### config.mk
export PLATFORM = sky130hd
export DESIGN_NAME = tsq_step_queue
export DESIGN_NICKNAME = d
export VERILOG_FILES = /design/src/logic/tsq_step_queue.v
export VERILOG_INCLUDE_DIRS = /design/src /design/src/logic
export SDC_FILE = /design/constraint.sdc
export NUM_CORES = 1
export LEC_CHECK = 0
export ABC_AREA = 1
export BUFFER_PORTS_ARGS = -buffer_cell sky130_fd_sc_hd__buf_4
export CORE_ASPECT_RATIO = 1.1
export CORE_UTILIZATION = 60
export DETAILED_ROUTE_END_ITERATION = 8
export HOLD_SLACK_MARGIN = 0.06
export PLACE_DENSITY = 0.82
export RECOVER_POWER = 50
export SETUP_SLACK_MARGIN = 0.15
export SYNTH_ARGS = -nofsm -noshare
export SYNTH_HDL_FRONTEND = slang
export SYNTH_SLANG_ARGS = --single-unit
export TNS_END_PERCENT = 50
### constraint.sdc
create_clock -name i_clock -period 2.04 [get_ports i_clock]
set_input_delay 0.204 -clock i_clock [delete_from_list [all_inputs] [get_ports i_clock]]
set_output_delay 0.204 -clock i_clock [all_outputs]
set_load 0.05 [all_outputs]
### src/logic/tsq_map.vh
// Register map and field constants for the trigger sequencer step queue.
// Assumes a plain register port with word-indexed addresses.
`ifndef TSQ_MAP_VH
`define TSQ_MAP_VH

`define TSQ_ADDR_W 4
`define TSQ_DATA_W 16
`define TSQ_PTR_W 5
`define TSQ_BYTE_W 8
`define TSQ_WORDS 8
`define TSQ_IDX_W 3
`define TSQ_OFS_PTR 4'h8
`define TSQ_OFS_QUE0 4'h0
`define TSQ_PTR_RST 5'h00
`define TSQ_PTR_PAD 11'h000
`define TSQ_DATA_ZERO 16'h0000
`define TSQ_ADDR_QSEL 3
`define TSQ_QSEL_QUEUE 1'h0
`define TSQ_SEL_LSB 1
`define TSQ_ODD_BIT 0
`define TSQ_WE_NONE 8'h00
`define TSQ_WE_ONE 8'h01
`define TSQ_W0 3'h0
`define TSQ_W1 3'h1
`define TSQ_W2 3'h2
`define TSQ_W3 3'h3
`define TSQ_W4 3'h4
`define TSQ_W5 3'h5
`define TSQ_W6 3'h6
`define TSQ_W7 3'h7

`endif

### src/logic/tsq_step_queue.v
// Step queue and step pointer registers of the trigger sequencer.
// Assumes one synchronous clock, async reset, and a plain register port.
`timescale 1ns/1ps
`include "tsq_map.vh"

// Contract
// - Five-bit step pointer in low bits
// - Writes ignored while enable and run set
// - Pointer bits 15-5 read zero
// - Eight words, even byte low, odd high
// - Queue words untouched by any reset
module tsq_step_queue (
	input wire i_clock,
	input wire i_rst,
	input wire [`TSQ_ADDR_W-1:0] i_addr,
	input wire [`TSQ_DATA_W-1:0] i_wdata,
	input wire i_wr,
	input wire i_rd,
	input wire i_sequencer_enable_bit,
	input wire i_sequencer_run_bit,
	output reg [`TSQ_DATA_W-1:0] o_rdata,
	output wire [`TSQ_PTR_W-1:0] o_step_queue_pointer,
	output wire [`TSQ_BYTE_W-1:0] o_active_step_byte
);

	// ****************************************
	// Address decode
	// ****************************************

	// Top address bit clear selects the queue
	function is_queue;
		input [`TSQ_ADDR_W-1:0] a;
		begin
			is_queue = (a[`TSQ_ADDR_QSEL] == `TSQ_QSEL_QUEUE);
		end
	endfunction

	// Pointer slot
	function is_pointer;
		input [`TSQ_ADDR_W-1:0] a;
		begin
			is_pointer = (a == `TSQ_OFS_PTR);
		end
	endfunction

	// Queue word index in the low address bits
	function [`TSQ_IDX_W-1:0] word_index;
		input [`TSQ_ADDR_W-1:0] a;
		begin
			word_index = a[`TSQ_IDX_W-1:0];
		end
	endfunction

	// One-hot enable for a queue word
	function [`TSQ_WORDS-1:0] word_hit;
		input [`TSQ_IDX_W-1:0] idx;
		begin
			word_hit = `TSQ_WE_ONE << idx;
		end
	endfunction

	// Write gate, shut while locked
	function write_open;
		input wr;
		input lk;
		begin
			write_open = wr & ~lk;
		end
	endfunction

	// ****************************************
	// Step helpers
	// ****************************************

	// Queue word that holds a step
	function [`TSQ_IDX_W-1:0] step_word;
		input [`TSQ_PTR_W-1:0] p;
		begin
			step_word = p[`TSQ_IDX_W:`TSQ_SEL_LSB];
		end
	endfunction

	// Even step low byte, odd step high byte
	function [`TSQ_BYTE_W-1:0] step_byte;
		input [`TSQ_DATA_W-1:0] w;
		input odd;
		begin
			if (odd) begin
				step_byte = w[`TSQ_DATA_W-1:`TSQ_BYTE_W];
			end else begin
				step_byte = w[`TSQ_BYTE_W-1:0];
			end
		end
	endfunction

	// Pointer as seen on the register port
	function [`TSQ_DATA_W-1:0] pointer_view;
		input [`TSQ_PTR_W-1:0] p;
		begin
			pointer_view = {`TSQ_PTR_PAD, p};
		end
	endfunction

	// Queue word by index, for read port and active step
	function [`TSQ_DATA_W-1:0] pick_word;
		input [`TSQ_IDX_W-1:0] idx;
		begin
			case (idx)
				`TSQ_W0: begin
					pick_word = step_queue_word[`TSQ_W0];
				end
				`TSQ_W1: begin
					pick_word = step_queue_word[`TSQ_W1];
				end
				`TSQ_W2: begin
					pick_word = step_queue_word[`TSQ_W2];
				end
				`TSQ_W3: begin
					pick_word = step_queue_word[`TSQ_W3];
				end
				`TSQ_W4: begin
					pick_word = step_queue_word[`TSQ_W4];
				end
				`TSQ_W5: begin
					pick_word = step_queue_word[`TSQ_W5];
				end
				`TSQ_W6: begin
					pick_word = step_queue_word[`TSQ_W6];
				end
				`TSQ_W7: begin
					pick_word = step_queue_word[`TSQ_W7];
				end
				default: begin
					pick_word = `TSQ_DATA_ZERO;
				end
			endcase
		end
	endfunction

	// ****************************************
	// Storage and nets
	// ****************************************

	reg [`TSQ_PTR_W-1:0] ptr_r;
	reg [`TSQ_PTR_W-1:0] ptr_nxt;
	reg [`TSQ_DATA_W-1:0] step_queue_word [0:`TSQ_WORDS-1];
	reg [`TSQ_WORDS-1:0] word_we;
	reg [`TSQ_DATA_W-1:0] rdata_nxt;
	wire locked;
	wire wr_open;
	wire que_sel;
	wire ptr_sel;
	wire ptr_we;
	wire [`TSQ_IDX_W-1:0] widx;
	wire [`TSQ_IDX_W-1:0] act_idx;
	wire act_odd;
	wire [`TSQ_DATA_W-1:0] act_word;

	assign que_sel = is_queue(i_addr);
	assign ptr_sel = is_pointer(i_addr);
	assign ptr_we = wr_open & ptr_sel;
	assign widx = word_index(i_addr);

	// ****************************************
	// Write lock
	// ****************************************

	// Set while the sequencer executes steps
	assign locked = i_sequencer_enable_bit & i_sequencer_run_bit;
	assign wr_open = write_open(i_wr, locked);

	// ****************************************
	// Step pointer
	// ****************************************

	// Software write, unless locked
	always @* begin
		ptr_nxt = ptr_r;
		if (ptr_we) begin
			ptr_nxt = i_wdata[`TSQ_PTR_W-1:0];
		end
	end

	// Async clear; the queue has no reset
	always @(posedge i_clock or posedge i_rst) begin
		if (i_rst) begin
			ptr_r <= `TSQ_PTR_RST;
		end else begin
			ptr_r <= ptr_nxt;
		end
	end

	// ****************************************
	// Queue write enables
	// ****************************************

	// One word at most per write
	always @* begin
		word_we = `TSQ_WE_NONE;
		if (wr_open && que_sel) begin
			word_we = word_hit(widx);
		end
	end

	// ****************************************
	// Queue storage, no reset
	// ****************************************

	// Word 0: steps 0 and 1
	always @(posedge i_clock) begin
		if (word_we[`TSQ_W0]) begin
			step_queue_word[`TSQ_W0] <= i_wdata;
		end
	end

	// Word 1: steps 2 and 3
	always @(posedge i_clock) begin
		if (word_we[`TSQ_W1]) begin
			step_queue_word[`TSQ_W1] <= i_wdata;
		end
	end

	// Word 2: steps 4 and 5
	always @(posedge i_clock) begin
		if (word_we[`TSQ_W2]) begin
			step_queue_word[`TSQ_W2] <= i_wdata;
		end
	end

	// Word 3: steps 6 and 7
	always @(posedge i_clock) begin
		if (word_we[`TSQ_W3]) begin
			step_queue_word[`TSQ_W3] <= i_wdata;
		end
	end

	// Word 4: steps 8 and 9
	always @(posedge i_clock) begin
		if (word_we[`TSQ_W4]) begin
			step_queue_word[`TSQ_W4] <= i_wdata;
		end
	end

	// Word 5: steps 10 and 11
	always @(posedge i_clock) begin
		if (word_we[`TSQ_W5]) begin
			step_queue_word[`TSQ_W5] <= i_wdata;
		end
	end

	// Word 6: steps 12 and 13
	always @(posedge i_clock) begin
		if (word_we[`TSQ_W6]) begin
			step_queue_word[`TSQ_W6] <= i_wdata;
		end
	end

	// Word 7: steps 14 and 15
	always @(posedge i_clock) begin
		if (word_we[`TSQ_W7]) begin
			step_queue_word[`TSQ_W7] <= i_wdata;
		end
	end

	// ****************************************
	// Read port
	// ****************************************

	// Zero unless a read is taken
	always @* begin
		rdata_nxt = `TSQ_DATA_ZERO;
		if (i_rd) begin
			if (que_sel) begin
				rdata_nxt = pick_word(widx);
			end else if (ptr_sel) begin
				rdata_nxt = pointer_view(ptr_r);
			end else begin
				rdata_nxt = `TSQ_DATA_ZERO;
			end
		end
	end

	// Stands one cycle after the read
	always @(posedge i_clock or posedge i_rst) begin
		if (i_rst) begin
			o_rdata <= `TSQ_DATA_ZERO;
		end else begin
			o_rdata <= rdata_nxt;
		end
	end

	// ****************************************
	// Active step
	// ****************************************

	// Pointer top bit takes no part in word select
	assign act_idx = step_word(ptr_r);
	assign act_odd = ptr_r[`TSQ_ODD_BIT];
	assign act_word = pick_word(act_idx);
	assign o_active_step_byte = step_byte(act_word, act_odd);
	assign o_step_queue_pointer = ptr_r;

endmodule

==> metrics.txt <==
total CTS buffers=17; Mapped Cells=708; max_slew headroom=roughly 43%; ys async rst share=roughly 14%; Slew @ Worst Pin=860 ps; Finished Cell Area=8740 um2; wire length on met2=between 10000 and 15000 um; final RePlAce weighted congestion=between 0.8 and 0.9; worst setup margin=-238 ps; cell taking the most area after synthesis=edfxtp_1; Setup Total Neg Slack=-1660 ps; Psw=0.00276 W; most frequent cells after synthesis=inv_1, edfxtp_1, nor2_1, o21ai_0, nand2_1; CTS Root Cell=clkbuf_16; CORE AREA=11100 um2; global-route wire length before repair=35100 um; post-layout minimum cycle time=2280 ps; Die ar.=12000 um2; CTS tree=yes; die width=approximately 100 um; drc violations=0; initial antenna violation count=1; Congestion Overflow GR=0; Core Rows=40; setup violators final=8; Post-Route WL=23600 um; WL met1=7790 um; Achievable Freq=439 MHz; met3 WL=approximately 3300 um; Avg Vias per Cell=6.32; Post-Synthesis Cell Area=6950 um2; cell with the most instances after synthesis=inv_1; RSZ-0062 raised after global routing=yes; clock share of power=35.4%; Power Density=1010 nW/um2; Placed Instance Area=a little under 8000 um2; dpl hpwl=roughly 13000 um; starting DRC count in detailed routing=around 940; I/O Buffers=54; Layout area overhead=25.8%; reg-to-reg slack, setup=830 ps; status=finished, violations left; #FFs+latches synth=149; clock-pin slew on the worst setup and hold paths=70 ps; Worst Hold Class=input port to flip-flop; Synth top area share=between 50% and 60%; GRT Overall Usage=40.7%; Distinct cells, synth=23; crit path launch type=flip-flop; vias=6210; share of synthesized area occupied by flip-flops and latches=62.9%; fin nets=around 850; combinational fraction of design power=25.1%; leakage=3.78 nW; violated checks=negative setup slack; ys flop type=edfxtp_1; register share of total power=between 30% and 40%; Crit. End Element=primary output; Pre-Repair DR Iteration Count=8; Worst EP arrival=2070 ps; sw frac=about a third; Starting Density=62.6%; CP max FO=8; layout cells sized above 1=17.5%; Ys Warns=0; Area contributors post-synth=edfxtp_1, dfrtp_1, inv_1; io pins=55; WL/cell=between 20 and 25 um; ANT cells=0; worst setup path class=flip-flop to primary output; vias in the first global route=6203; P_int=0.00603 W; hold path cells=3; largest net degree at the start of global routing=27; critical path required time=around 1800 ps; Slew Viols, Final=0; worst reg2reg path depth=6; Worst-Skew Late Latency=430 ps; CTS Buffer Depth=2; Setup Skew=20.6 ps; Final Hold Viols=0; net count of the mapped netlist=between 700 and 800; mean area per synthesized cell=approximately 9.8 um2; Die H=115 um; # H-tree levels=4; final cycle utilization of the critical path=112%; Max Cap Violations=0; Post-DRT Antenna Nets=0; CTS Sinks=149; Top Layer Used=met4; Min Hold Slack=between 90 and 100 ps; EDFF count, synth=128; Peak VDD IR=0.748 mV
[timing repair]
action | 4_1_cts | 5_1_grt
hold endpoints to repair | 144 | 0
endpoints found under the setup margin | 8 | 8
gates resized for setup | 56 | 20
buffers inserted | 9 | 0
pin swaps | 7 | 3
cloned | 4 | 0
hold buffers | 17 | 0
[metrics by stage]
stage / setup slack, ps / std cells / util (%) / power (W)
2_1_floorplan: 126 / 708 / - / 0.00460
3_3_place_gp: 282 / 921 / 69.6 / 0.00521
3_5_place_dp: 211 / 921 / 69.6 / 0.00523
4_1_cts: -119 / 983 / 79.6 / 0.00863
5_1_grt: -269 / 983 / 78.7 / 0.00899
6_report: -238 / 983 / 78.7 / 0.00880
[layer usage]
| metal | vias up | GRT usage (%) |
|---|---|---|
| li1 | 2639 | - |
| met1 | 2834 | 49.5 |
| met2 | 568 | 64.5 |
| met3 | 169 | 11.1 |
| met4 | 0 | 27.6 |
| met5 | - | 0 |
[path summary, 6_finish.rpt]
check                                         from                       to
min in group asynchronous                    i_rst               o_rdata[0]
max                        o_step_queue_pointer[3]    o_active_step_byte[6]
max reg2reg                  step_queue_word[1][1]               o_rdata[1]
max in group asynchronous                    i_rst              o_rdata[14]
min                                           i_rd               o_rdata[4]
min reg2reg                o_step_queue_pointer[4]  o_step_queue_pointer[4]
[cell usage in the layout (no fill, tap or decap), types with 3 or more instances in the layout]
cell | Yosys | routed
inv_1 | 135 | 132
buf_4 | 5 | 61
nand3_2 | 0 | 3
o21ai_0 | 88 | 68
nand3_1 | 13 | 7
o22ai_1 | 49 | 44
o22ai_2 | 0 | 5
o21ai_1 | 5 | 25
a21oi_1 | 26 | 26
clkinv_4 | 0 | 3
buf_8 | 0 | 10
clkinv_2 | 0 | 3
nand2_2 | 1 | 9
dfrtp_2 | 0 | 3
dlygate4sd3_1 | 0 | 17
nand2_1 | 83 | 75
clkinvlp_4 | 0 | 4
clkbuf_16 | 0 | 17
edfxtp_1 | 128 | 128
dfrtp_1 | 21 | 18
nor2_1 | 89 | 90
clkbuf_1 | 11 | 28
buf_6 | 3 | 7
nand3_4 | 0 | 3
nand4_1 | 30 | 30
[power by group through the flow]
stage | combinational, W | sequential, W | clock [W]
finish | 0.00221 | 0.00347 | 0.00311
detailed placement | 0.00171 | 0.00351 | 0
CTS | 0.00210 | 0.00346 | 0.00308
global placement | 0.00170 | 0.00350 | 0
floorplan | 0.000965 | 0.00364 | 0
global route | 0.00229 | 0.00348 | 0.00322
[kinds of logic (layout without fill, tap and decap cells)]
logic type / after synthesis / count (layout) / synth area share, %
buf+inv: 168 / 296 / 9.90
compound gates: 170 / 170 / 13.2
mux: 1 / 1 / 0.216
flops: 149 / 149 / 62.9
simple gates: 220 / 220 / 13.8
[final cells by class]
type                            instances  area, um2
Timing Repair Buffer                  129       1100
Fill cell                             665       2370
Clock buffer                           20        457
Sequential cell                       149       4370
Clock inverter                         12        131
Tap cell                              147        184
Inverter                              135        512
Multi-Input combinational cell        391       1990
[critical path: stages, from the launching register on]
cell,delay [ps]
dfrtp_2,540
nor2_4,220
buf_8,170
o21ai_1,90
o21ai_1,130
nor2_1,80
nand2_1,100
nand2_1,80
nand2_2,80
buf_8,150
[flip-flops by register name (all words and copies together) (netlist names)]
signal	count
o_rdata	16
o_step_queue_pointer	5
step_queue_word	128
Power figures use the tool's default switching activity.
